### config.mk
export PLATFORM = sky130hd
export DESIGN_NAME = cbs_bias_ctrl
export DESIGN_NICKNAME = d
export VERILOG_FILES = /design/src/hdl/cbs_pkg.sv /design/src/hdl/cbs_bias_ctrl.sv
export SDC_FILE = /design/constraint.sdc
export NUM_CORES = 1
export LEC_CHECK = 0
export ABC_AREA = 1
export BUFFER_PORTS_ARGS = -buffer_cell sky130_fd_sc_hd__buf_2
export CORE_ASPECT_RATIO = 1.4
export CORE_UTILIZATION = 30
export CTS_CLUSTER_SIZE = 20
export DETAILED_ROUTE_END_ITERATION = 10
export GPL_TIMING_DRIVEN = 0
export SLEW_MARGIN = 20
export SYNTH_ARGS = -nofsm -noshare
export SYNTH_HDL_FRONTEND = slang
export SYNTH_SLANG_ARGS = --single-unit
export TNS_END_PERCENT = 100
### constraint.sdc
create_clock -name sys_clk_i -period 1.3 [get_ports sys_clk_i]
set_input_delay 0.065 -clock sys_clk_i [delete_from_list [all_inputs] [get_ports sys_clk_i]]
set_output_delay 0.065 -clock sys_clk_i [all_outputs]
set_load 0.01 [all_outputs]
### src/hdl/cbs_pkg.sv
// constants for the bias state controller
// assumes a 50 MHz system clock
package cbs_pkg;

  // clock
  localparam int CLK_MHZ = 50;

  // bus silence time in microseconds
  localparam int SILENCE_US = 1000;
  localparam int SILENCE_CYC = SILENCE_US * CLK_MHZ;

  // wake filter time in nanoseconds, least time
  localparam int WAKE_FILT_NS = 1000;
  localparam int WAKE_FILT_CYC = (WAKE_FILT_NS * CLK_MHZ + 999) / 1000;
  localparam int FILT_W = 8;

  // bias states
  typedef enum logic [1:0] {
    CBS_OFF = 2'b00,
    CBS_AUTO_INACT = 2'b01,
    CBS_AUTO_ACT = 2'b10,
    CBS_ACTIVE = 2'b11
  } cbs_bias_t;

  // operating modes
  typedef enum logic [2:0] {
    CBS_NORMAL = 3'b000,
    CBS_SILENT = 3'b001,
    CBS_STANDBY = 3'b010,
    CBS_GOSLEEP = 3'b011,
    CBS_SLEEP = 3'b100
  } cbs_mode_t;

  // wake pattern detector stages
  typedef enum logic [1:0] {
    CBS_WK_DOM1 = 2'b00,
    CBS_WK_REC = 2'b01,
    CBS_WK_DOM2 = 2'b10
  } cbs_wake_t;

  // register map
  localparam logic [3:0] REG_CTRL = 4'h0;
  localparam logic [3:0] REG_STATUS = 4'h4;
  localparam logic [2:0] CTRL_RST = 3'h2;

  // status field positions
  localparam int ST_STATE_LSB = 0;
  localparam int ST_WAKE = 2;
  localparam int ST_BLOCK = 3;
  localparam int ST_SILENT = 4;

  // axi responses
  localparam logic [1:0] RESP_OKAY = 2'h0;
  localparam logic [1:0] RESP_SLVERR = 2'h2;

endpackage

### src/hdl/cbs_bias_ctrl.sv
// bias state control of a CAN transceiver with AXI4-Lite registers
// assumes supply flags, bus level and txd are synchronous to sys_clk_i
//
// Contract
// - exactly one of off, auto inactive, auto active, active at a time
// - high voltage supply low enters off, bus left floating
// - high voltage supply ok moves off to auto inactive
// - standby, go-to-sleep and sleep use only autonomous biasing
// - auto inactive biases both bus pins to ground
// - remote wake moves auto inactive to auto active, bias at midpoint
// - auto active in low power falls to inactive when silence expires
// - entering low power picks active or inactive bias from bus idle time
// - normal or silent with a low supply enters auto active
// - active entered only on normal mode with both supplies ok
// - active state holds bias at half transceiver supply
// - normal runs driver and receiver; silent disables driver only
// - txd low before leaving standby blocks transmitter in active
// - active to auto inactive on low power after long silence
// - active to auto active on short silence or low supply
// - normal mode: txd low drives dominant, high releases recessive
// - normal and silent: rxd low for dominant, high otherwise
// - standby: rxd high, low only while wake pending
// - sleep modes: rxd high, tri-stated without io or hv supply
// - wake detection disabled in normal and silent
// - wake is filtered dominant, recessive, dominant, each filter time
//
// Design decisions made here: the placing of the registers and the AXI4-Lite register port.
`timescale 1ns/1ps
`default_nettype none

module cbs_bias_ctrl #(
  parameter int SILENCE_CYCLES = cbs_pkg::SILENCE_CYC
) (
  // clock and reset
  input wire logic sys_clk_i,
  input wire logic srst_i,
  // axi4-lite write address
  input wire logic [3:0] s_axi_awaddr_i,
  input wire logic s_axi_awvalid_i,
  output logic s_axi_awready_o,
  // axi4-lite write data
  input wire logic [31:0] s_axi_wdata_i,
  input wire logic [3:0] s_axi_wstrb_i,
  input wire logic s_axi_wvalid_i,
  output logic s_axi_wready_o,
  // axi4-lite write response
  output logic [1:0] s_axi_bresp_o,
  output logic s_axi_bvalid_o,
  input wire logic s_axi_bready_i,
  // axi4-lite read address
  input wire logic [3:0] s_axi_araddr_i,
  input wire logic s_axi_arvalid_i,
  output logic s_axi_arready_o,
  // axi4-lite read data
  output logic [31:0] s_axi_rdata_o,
  output logic [1:0] s_axi_rresp_o,
  output logic s_axi_rvalid_o,
  input wire logic s_axi_rready_i,
  // supply monitors
  input wire logic hv_supply_low_fall_i,
  input wire logic hv_supply_ok_rise_i,
  input wire logic xcvr_supply_low_fall_i,
  input wire logic xcvr_supply_ok_rise_i,
  input wire logic io_supply_low_fall_i,
  input wire logic io_supply_ok_rise_i,
  // controller side
  input wire logic txd_i,
  output logic rxd_o,
  output logic rxd_oe_o,
  // bus side
  input wire logic bus_dominant_i,
  output logic bus_drive_dom_o,
  output logic bias_gnd_o,
  output logic bias_mid_o,
  output logic bias_half_o,
  output logic rx_en_o,
  output logic wake_rx_en_o
);

  // software mode register
  logic [2:0] mode;
  logic [2:0] prev_mode;
  cbs_pkg::cbs_bias_t state;
  cbs_pkg::cbs_bias_t next_state;

  wire logic is_normal = (mode == cbs_pkg::CBS_NORMAL);
  wire logic is_silent = (mode == cbs_pkg::CBS_SILENT);
  wire logic is_standby = (mode == cbs_pkg::CBS_STANDBY);
  wire logic is_ns = is_normal | is_silent;
  wire logic is_lowpwr = ~is_ns;
  wire logic supply_low = xcvr_supply_low_fall_i | io_supply_low_fall_i;
  wire logic supply_ok = xcvr_supply_ok_rise_i & io_supply_ok_rise_i;
  wire logic left_standby = (prev_mode == cbs_pkg::CBS_STANDBY) & ~is_standby;

  // bus silence timer
  logic [31:0] idle_cnt;
  wire logic silence_exp = (idle_cnt >= SILENCE_CYCLES);

  always_ff @(posedge sys_clk_i) begin
    if (srst_i) begin
      idle_cnt <= '0;
    end else if (bus_dominant_i) begin
      idle_cnt <= '0;
    end else if (!silence_exp) begin
      idle_cnt <= idle_cnt + 32'h1;
    end
  end

  // wake pattern detector
  cbs_pkg::cbs_wake_t wk_stage;
  cbs_pkg::cbs_wake_t next_wk_stage;
  logic [cbs_pkg::FILT_W-1:0] filt_cnt;
  logic last_lvl;
  logic wake_pending;
  localparam logic [cbs_pkg::FILT_W-1:0] FILT_DONE =
    cbs_pkg::FILT_W'(cbs_pkg::WAKE_FILT_CYC);

  wire logic filt_ok = (filt_cnt >= FILT_DONE);
  wire logic wake_en = is_lowpwr;
  wire logic want_dom = (wk_stage != cbs_pkg::CBS_WK_REC);
  wire logic stage_hit = wake_en & filt_ok & (last_lvl == want_dom);
  wire logic wake_evt = stage_hit & (wk_stage == cbs_pkg::CBS_WK_DOM2);

  always_comb begin
    next_wk_stage = wk_stage;
    if (!wake_en) begin
      next_wk_stage = cbs_pkg::CBS_WK_DOM1;
    end else if (stage_hit) begin
      case (wk_stage)
        cbs_pkg::CBS_WK_DOM1: next_wk_stage = cbs_pkg::CBS_WK_REC;
        cbs_pkg::CBS_WK_REC: next_wk_stage = cbs_pkg::CBS_WK_DOM2;
        default: next_wk_stage = cbs_pkg::CBS_WK_DOM1;
      endcase
    end
  end

  always_ff @(posedge sys_clk_i) begin
    if (srst_i) begin
      filt_cnt <= '0;
      last_lvl <= 1'b0;
      wk_stage <= cbs_pkg::CBS_WK_DOM1;
    end else begin
      last_lvl <= bus_dominant_i;
      wk_stage <= next_wk_stage;
      if (bus_dominant_i != last_lvl || stage_hit) begin
        filt_cnt <= '0;
      end else if (!filt_ok) begin
        filt_cnt <= filt_cnt + 1'b1;
      end
    end
  end

  // wake pending: set wins, cleared by normal mode
  always_ff @(posedge sys_clk_i) begin
    if (srst_i) begin
      wake_pending <= 1'b0;
    end else if (wake_evt) begin
      wake_pending <= 1'b1;
    end else if (is_normal) begin
      wake_pending <= 1'b0;
    end
  end

  // bias state machine
  always_comb begin
    next_state = state;
    case (state)
      cbs_pkg::CBS_OFF: begin
        if (hv_supply_ok_rise_i) begin
          next_state = cbs_pkg::CBS_AUTO_INACT;
        end
      end
      cbs_pkg::CBS_AUTO_INACT: begin
        if (is_normal & supply_ok & ~supply_low) begin
          next_state = cbs_pkg::CBS_ACTIVE;
        end else if (is_ns & supply_low) begin
          next_state = cbs_pkg::CBS_AUTO_ACT;
        end else if (wake_evt) begin
          next_state = cbs_pkg::CBS_AUTO_ACT;
        end
      end
      cbs_pkg::CBS_AUTO_ACT: begin
        if (is_normal & supply_ok & ~supply_low) begin
          next_state = cbs_pkg::CBS_ACTIVE;
        end else if (is_lowpwr & silence_exp) begin
          next_state = cbs_pkg::CBS_AUTO_INACT;
        end
      end
      cbs_pkg::CBS_ACTIVE: begin
        if (is_lowpwr) begin
          next_state = silence_exp ? cbs_pkg::CBS_AUTO_INACT
                                   : cbs_pkg::CBS_AUTO_ACT;
        end else if (supply_low) begin
          next_state = cbs_pkg::CBS_AUTO_ACT;
        end
      end
      default: next_state = cbs_pkg::CBS_OFF;
    endcase
    if (hv_supply_low_fall_i) begin
      next_state = cbs_pkg::CBS_OFF;
    end
  end

  always_ff @(posedge sys_clk_i) begin
    if (srst_i) begin
      state <= cbs_pkg::CBS_OFF;
    end else begin
      state <= next_state;
    end
  end

  // transmitter block against a stuck low txd
  logic tx_block;

  always_ff @(posedge sys_clk_i) begin
    if (srst_i) begin
      tx_block <= 1'b0;
    end else if (left_standby & ~txd_i) begin
      tx_block <= 1'b1;
    end else if (state == cbs_pkg::CBS_ACTIVE && txd_i) begin
      tx_block <= 1'b0;
    end
  end

  // pin and bias outputs
  wire logic in_active = (state == cbs_pkg::CBS_ACTIVE);
  wire logic in_sleepy = is_lowpwr & ~is_standby;
  wire logic io_ok = io_supply_ok_rise_i & ~hv_supply_low_fall_i;

  logic next_drive;
  logic next_rxd;
  logic next_rxd_oe;

  always_comb begin
    next_drive = 1'b0;
    next_rxd = 1'b1;
    next_rxd_oe = 1'b1;
    if (is_normal) begin
      next_drive = in_active & ~tx_block & ~txd_i;
      next_rxd = ~bus_dominant_i;
    end else if (is_silent) begin
      next_rxd = ~bus_dominant_i;
    end else if (is_standby) begin
      next_rxd = ~wake_pending;
    end else begin
      next_rxd_oe = io_ok;
    end
  end

  always_ff @(posedge sys_clk_i) begin
    if (srst_i) begin
      bus_drive_dom_o <= 1'b0;
      rxd_o <= 1'b1;
      rxd_oe_o <= 1'b0;
      bias_gnd_o <= 1'b0;
      bias_mid_o <= 1'b0;
      bias_half_o <= 1'b0;
      rx_en_o <= 1'b0;
      wake_rx_en_o <= 1'b0;
    end else begin
      bus_drive_dom_o <= next_drive;
      rxd_o <= next_rxd;
      rxd_oe_o <= next_rxd_oe;
      bias_gnd_o <= (next_state == cbs_pkg::CBS_AUTO_INACT);
      bias_mid_o <= (next_state == cbs_pkg::CBS_AUTO_ACT);
      bias_half_o <= (next_state == cbs_pkg::CBS_ACTIVE);
      rx_en_o <= is_ns;
      wake_rx_en_o <= in_sleepy | is_standby;
    end
  end

  always_ff @(posedge sys_clk_i) begin
    if (srst_i) begin
      prev_mode <= cbs_pkg::CTRL_RST;
    end else begin
      prev_mode <= mode;
    end
  end

  // axi4-lite write path: address and data taken in either order
  logic aw_held;
  logic w_held;
  logic [3:0] aw_addr;
  logic [31:0] w_data;
  logic [3:0] w_strb;

  assign s_axi_awready_o = ~aw_held & ~s_axi_bvalid_o;
  assign s_axi_wready_o = ~w_held & ~s_axi_bvalid_o;

  wire logic aw_take = s_axi_awvalid_i & s_axi_awready_o;
  wire logic w_take = s_axi_wvalid_i & s_axi_wready_o;
  wire logic do_write = aw_held & w_held;
  wire logic wr_ctrl = (aw_addr == cbs_pkg::REG_CTRL);
  wire logic mode_legal = (w_data[2:0] <= cbs_pkg::CBS_SLEEP);

  always_ff @(posedge sys_clk_i) begin
    if (srst_i) begin
      aw_held <= 1'b0;
      w_held <= 1'b0;
      aw_addr <= '0;
      w_data <= '0;
      w_strb <= '0;
    end else begin
      if (aw_take) begin
        aw_held <= 1'b1;
        aw_addr <= s_axi_awaddr_i;
      end else if (do_write) begin
        aw_held <= 1'b0;
      end
      if (w_take) begin
        w_held <= 1'b1;
        w_data <= s_axi_wdata_i;
        w_strb <= s_axi_wstrb_i;
      end else if (do_write) begin
        w_held <= 1'b0;
      end
    end
  end

  always_ff @(posedge sys_clk_i) begin
    if (srst_i) begin
      mode <= cbs_pkg::CTRL_RST;
      s_axi_bvalid_o <= 1'b0;
      s_axi_bresp_o <= cbs_pkg::RESP_OKAY;
    end else begin
      if (do_write) begin
        s_axi_bvalid_o <= 1'b1;
        s_axi_bresp_o <= (wr_ctrl | (aw_addr == cbs_pkg::REG_STATUS))
                         ? cbs_pkg::RESP_OKAY : cbs_pkg::RESP_SLVERR;
        if (wr_ctrl & w_strb[0] & mode_legal) begin
          mode <= w_data[2:0];
        end
      end else if (s_axi_bready_i) begin
        s_axi_bvalid_o <= 1'b0;
      end
    end
  end

  // axi4-lite read path
  // status fields placed by the package positions
  logic [31:0] status_word;

  always_comb begin
    status_word = '0;
    status_word[cbs_pkg::ST_STATE_LSB +: $bits(cbs_pkg::cbs_bias_t)] = state;
    status_word[cbs_pkg::ST_WAKE] = wake_pending;
    status_word[cbs_pkg::ST_BLOCK] = tx_block;
    status_word[cbs_pkg::ST_SILENT] = silence_exp;
  end

  assign s_axi_arready_o = ~s_axi_rvalid_o;

  always_ff @(posedge sys_clk_i) begin
    if (srst_i) begin
      s_axi_rvalid_o <= 1'b0;
      s_axi_rdata_o <= '0;
      s_axi_rresp_o <= cbs_pkg::RESP_OKAY;
    end else if (s_axi_arvalid_i & s_axi_arready_o) begin
      s_axi_rvalid_o <= 1'b1;
      s_axi_rresp_o <= cbs_pkg::RESP_OKAY;
      if (s_axi_araddr_i == cbs_pkg::REG_CTRL) begin
        s_axi_rdata_o <= {29'h0, mode};
      end else if (s_axi_araddr_i == cbs_pkg::REG_STATUS) begin
        s_axi_rdata_o <= status_word;
      end else begin
        s_axi_rdata_o <= '0;
        s_axi_rresp_o <= cbs_pkg::RESP_SLVERR;
      end
    end else if (s_axi_rready_i) begin
      s_axi_rvalid_o <= 1'b0;
    end
  end

endmodule

`default_nettype wire

==> impl_metrics.json, run 1 <==
{
  "hold_viol": 0,
  "avgViaCountPerCell": 4.386,
  "die-width_um": 93.69,
  "drt_iter0_drc": 137,
  "path_clk_slew_ns": 0.06,
  "crit_arrival_ns": 1.75,
  "start_util_pct": 30.98,
  "drt_first_pass_iters": 4,
  "power.internal_uw": 4637,
  "grt_overflow_total": 0,
  "power_frac_clock_pct": 49.6,
  "asyncSetResetFlopFracSynth_pct": 0,
  "drive_gt1_share_pct": 36.27,
  "insertion_delay_ns": 0.34,
  "synth-seq-cells": 80,
  "worstSetupPathType": "reg -> reg",
  "period_minus_slack_ns": 1.517,
  "n_antenna_cell": 0,
  "power_frac_seq_pct": 42.7,
  "design_area_um2": 5090,
  "area_delta_synth_final_pct": 44.15,
  "design.core.area_um2": 11400,
  "dieArea_um2": 12210,
  "synth.distinct_cells": 39,
  "dieHeight_um": 130.4,
  "io_buffer_count": 45,
  "place_inst": 682,
  "io_pins": 108,
  "finalWirelength_um": 8237,
  "maxSlewViolCount": 0,
  "synth_warnings": 0,
  "violations": "setup timing",
  "placed_area_um2": 4121,
  "relSlewSlack_pct": 59.77,
  "swShare_pct": 22.12,
  "setup_viol": 33,
  "status": "finished, violations left",
  "root_buffer": "clkbuf_16",
  "tns_ns": -3.731,
  "worst-r2r-setup-slack_ns": -0.22,
  "antenna_left": 0,
  "grt_usage_pct": 13.77,
  "fin_cells": 734,
  "antenna_found_initial": 0,
  "start_kind": "register",
  "hpwl_um": 5487,
  "worstMarginPinSlew_ns": 0.5971,
  "cts_made_buffers": 9,
  "fin_crit_sh_pct": 116.7,
  "rows": 46,
  "finish.utilization_pct": 44.66,
  "crit_fanout": 8,
  "wl_per_cell_um": 11.22,
  "vias": 3219,
  "grt_pass1_vias": 3004,
  "pwr-share-comb_pct": 7.7,
  "ir_worst_vdd_uv": 739.0,
  "synth_edf_count": 0,
  "switching_power_uw": 1317,
  "ys.flop_type": "dfxtp_1",
  "drc": 0,
  "grt_first_pass_wirelength_um": 13090,
  "syn_avg_cell_area_um2": 7.593,
  "synth_area_um2": 3531,
  "final_common_cell": "inv_1",
  "powerDensity_nw_per_um2": 1170,
  "grt_max_degree": 15,
  "hp-class": "in -> reg",
  "rsz0062_at_grt": "true",
  "end_kind": "register",
  "fin_skew_ns": 0.006001,
  "clock_path_buffers": 2,
  "worst_slack_ns": -0.2167,
  "fill_cells": 1145,
  "clkSinkCount": 80,
  "cts-htree-levels": 3,
  "layout_common_cells": "inv_1, dfxtp_1, nor2_1",
  "crit_required_ns": 1.54,
  "nets": 648,
  "cts_tree": "yes",
  "power_leakage_uw": 0.002271,
  "fmax_mhz": 659.3,
  "synthCells": 465,
  "yosysSeqAreaShare_pct": 45.36,
  "drv_cap": 0,
  "gp_congestion": 0.8096
}
layer usage:
layer	up-vias	wire, um	global-route usage [%]
met5	-	0	0
met4	0	239	8.145
met3	17	320	2.506
met2	90	4542	25.98
met1	1451	3135	13.91
li1	1661	-	-
critical path, cell delays in order, from the launching register on:
cell and delay (ns):
dfxtp_2 0.33, inv_2 0.07, ha_4 0.14, nor2_4 0.04
nand2_2 0.06, nand2_2 0.07, nand2_4 0.13, nand2_4 0.08
inv_4 0.08, nand2_4 0.05, a21boi_2 0.18, nand2_1 0.09
inv_1 0.06, nor2_1 0.03
cells by family after synthesis:
family / Yosys count / synth area share [%]
adders and majority gates: 4 / 1.417
xor gates and xnor gates: 1 / 0.2481
and+or+nand+nor: 188 / 25.55
DFF: 80 / 45.36
buffers and inverters: 115 / 15.49
other: 1 / 0.1062
AOI/OAI and AO/OA: 76 / 11.84
worst paths after layout:
check                          from          end  depth (start not counted)
setup / recovery        filt_cnt[0]   bias_gnd_o                         13
hold / removal    s_axi_awaddr_i[3]   aw_addr[3]                          3
setup reg to reg        filt_cnt[0]   bias_gnd_o                         13
hold reg to reg         filt_cnt[7]  filt_cnt[7]                          2
cells in the mapped netlist, types with 4 or more instances:
cell / instances / area [um2]
inv_2: 6 / 22.52
nor3_1: 12 / 60.06
o21ai_0: 29 / 145.1
nand4_1: 6 / 37.54
nand2_2: 5 / 31.28
nand2_1: 54 / 202.7
a21oi_1: 34 / 170.2
nor3b_1: 5 / 37.54
ha_1: 4 / 50.05
nor2_1: 67 / 251.5
buf_4: 30 / 225.2
nand3_1: 20 / 100.1
dfxtp_1: 80 / 1602
inv_1: 73 / 274.0
what timing repair did:
action,in CTS,in global routing
resized for setup,46,51
setup buffers,23,5
setup endpoints to repair,37,38
pin swaps,16,12
gates cloned,1,1
hold endpoints to repair,6,0
hold buffers,6,0
sequential cells by signal, summed over array words and instances (netlist names), 2 cells and up:
register / cells
idle_cnt: 32
filt_cnt: 8
s_axi_rdata_o: 5
aw_addr: 4
mode: 3
prev_mode: 3
w_data: 3
state: 2
wk_stage: 2
cell type report:
cell class	instances	area, um2	share of cell area [%]
multi-input combinational	299	1824	35.84
buffer	35	249.0	4.892
tap	144	180.2	3.540
clock inverter	6	115.1	2.262
inverter	80	309.0	6.072
clock buffer	10	239.0	4.695
timing repair buffer	80	534.3	10.50
sequential	80	1639	32.20
through the flow:
stage | total power (uW) | hold slack [ns] | setup slack, ns
finish | 5953 | 0.01202 | -0.2167
global route | 6171 | 0.03609 | -0.3181
CTS | 5978 | 0.001938 | -0.1376
detailed placement | 2998 | 0.2692 | -0.2564
global placement | 2991 | 0.2657 | -0.2177
floorplan | 2881 | 0.1418 | -0.07957
power by group through the flow:
stage | clock, uW | sequential (uW) | combinational [uW]
final | 2950 | 2540 | 458
after global placement | 0 | 2600 | 388
after global routing | 3110 | 2550 | 512
after detailed placement | 0 | 2600 | 393
after floorplan | 0 | 2600 | 279
after CTS | 3010 | 2540 | 431
Power figures use the tool's default switching activity.
==> run 2, diff against run 1 <==
Settings changed: ABC_CLOCK_PERIOD_IN_PS set to 1550.
Clock period 1.3 ns to 1.55 ns, I/O delays scaled along.
==> run 2 against run 1 <==
  * The flow now finishes without violations
  * Cell area down 7.5%
  * Count of clock-buffer cells in the layout shrank 1
  * Worst setup slack gained 0.29 ns
  * Via count shrank 3.0%
  * Combinational power shrank 24%
  * Final cell count shrank 2.6%
  * Wire length is 8.7% lower
  * Sequential power down 16%
  * Clock skew fell by 0.00058 ns
  * Critical endpoint is now idle_cnt[12]
  * Highest routed layer unchanged
==> impl_metrics.json, run 2 (synthesis results as in run 1) <==
{
  "status": "complete, no violations",
  "antenna_left": 0,
  "design.core.area_um2": 11400,
  "start_util_pct": 30.98,
  "vias": 3123,
  "grt_pass1_vias": 2879,
  "drc": 0,
  "setup_viol": 0,
  "io_pins": 108,
  "path_clk_slew_ns": 0.06,
  "ir_worst_vdd_uv": 586.8,
  "grt_max_degree": 15,
  "clkSinkCount": 80,
  "antenna_found_initial": 0,
  "gp_congestion": 0.7705,
  "power_leakage_uw": 0.002093,
  "pwr-share-comb_pct": 6.9,
  "power_frac_clock_pct": 50.9,
  "worst_slack_ns": 0.06957,
  "fin_crit_sh_pct": 95.51,
  "io_buffer_count": 45,
  "hp-class": "in -> reg",
  "top_regs": "idle_cnt x32, filt_cnt x8, s_axi_rdata_o x5",
  "period_minus_slack_ns": 1.480,
  "dieArea_um2": 12210,
  "layout_common_cells": "dfxtp_1, inv_1, nor2_1",
  "tns_ns": 0,
  "drv_cap": 0,
  "power_frac_seq_pct": 42.2,
  "final_common_cell": "dfxtp_1",
  "drt_first_pass_iters": 4,
  "maxSlewViolCount": 0,
  "fmax_mhz": 675.5,
  "avgViaCountPerCell": 4.368,
  "drt_iter0_drc": 113,
  "fin_skew_ns": 0.005417,
  "rows": 46,
  "swShare_pct": 21.15,
  "fill_cells": 1142,
  "grt_usage_pct": 12.92,
  "switching_power_uw": 1070,
  "grt_overflow_total": 0,
  "top_register": "idle_cnt",
  "dieHeight_um": 130.4,
  "power.internal_uw": 3991,
  "powerDensity_nw_per_um2": 1075,
  "place_ws_ns": -0.1213,
  "grt_first_pass_wirelength_um": 12340,
  "wl_per_cell_um": 10.52,
  "cts_tree": "yes",
  "crit_required_ns": 1.78,
  "area_delta_synth_final_pct": 33.31,
  "fin_cells": 715,
  "crit_arrival_ns": 1.71,
  "cts-htree-levels": 3,
  "hpwl_um": 5422,
  "end_kind": "register",
  "nets": 629,
  "n_antenna_cell": 0,
  "place_inst": 682,
  "finalWirelength_um": 7521,
  "worstSetupPathType": "reg -> reg",
  "largest_reg_flops": 32,
  "cts_made_buffers": 9,
  "drive_gt1_share_pct": 28.20,
  "crit_fanout": 3,
  "start_kind": "register",
  "clock_path_buffers": 2,
  "root_buffer": "clkbuf_16",
  "die-width_um": 93.69,
  "hold_viol": 0,
  "insertion_delay_ns": 0.34
}
==> run 2: cell type report <==
| cell class | instances | area [um2] | area share (%) |
|---|---|---|---|
| clock inverter | 7 | 143.9 | 3.057 |
| timing repair buffer | 61 | 361.6 | 7.682 |
| tap | 144 | 180.2 | 3.828 |
| clock buffer | 9 | 225.2 | 4.785 |
| multi-input combinational | 299 | 1618 | 34.37 |
| inverter | 80 | 309.0 | 6.566 |
| buffer | 35 | 249.0 | 5.290 |
| sequential | 80 | 1620 | 34.42 |
==> run 2: per-layer routing <==
metal | share of wire (%) | vias up | track usage [%]
met5 | 0 | - | 0
met4 | 1.6 | 0 | 5.792
met3 | 5.9 | 13 | 4.079
met2 | 52 | 90 | 22.24
met1 | 41 | 1390 | 14.49
li1 | - | 1630 | -
==> run 2: final timing paths <==
check                    startpoint            to  slack [ns]  cells after the start
setup / recovery        idle_cnt[1]  idle_cnt[12]        0.07                      8
hold / removal    s_axi_awaddr_i[1]    aw_addr[1]       0.007                      3
setup reg to reg        idle_cnt[1]  idle_cnt[12]        0.07                      8
hold reg to reg        idle_cnt[16]  idle_cnt[16]        0.43                      2
==> run 2: worst max-delay path, cell delays in order, from the launching register on <==
cell     delay (ns)
dfxtp_4        0.37
ha_4           0.15
nand3_2        0.12
nor2_4         0.13
nand3_2        0.09
nor3_2         0.20
nand3_1        0.12
o21ai_1        0.14
a21oi_1        0.06
==> run 2: through the flow <==
step / util, % / instance area [um2] / power [uW] / hold slack, ns
after CTS: 39.90 / 4547 / 5110 / 0.001958
after detailed placement: 35.46 / 4041 / 2507 / 0.2675
after global placement: 35.46 / 4041 / 2500 / 0.2683
final: 41.30 / 4707 / 5061 / 0.007073
after floorplan: - / 3636 / 2410 / 0.1543
after global routing: 41.30 / 4707 / 5255 / 0.04001
==> run 2: power groups by stage <==
stage	Sequential, uW	Combinational [uW]	Clock (uW)
floorplan	2180	231	0
global placement	2180	322	0
detailed placement	2180	328	0
CTS	2130	340	2640
global route	2140	399	2720
finish	2130	350	2580
==> run 2: repair_timing <==
action	in CTS	in global routing
endpoints found under the setup margin	15	30
hold buffers	5	0
endpoints found under the hold margin	5	0
setup buffers	6	5
cloned	1	0
pin swaps	4	14
gates resized for setup	13	38
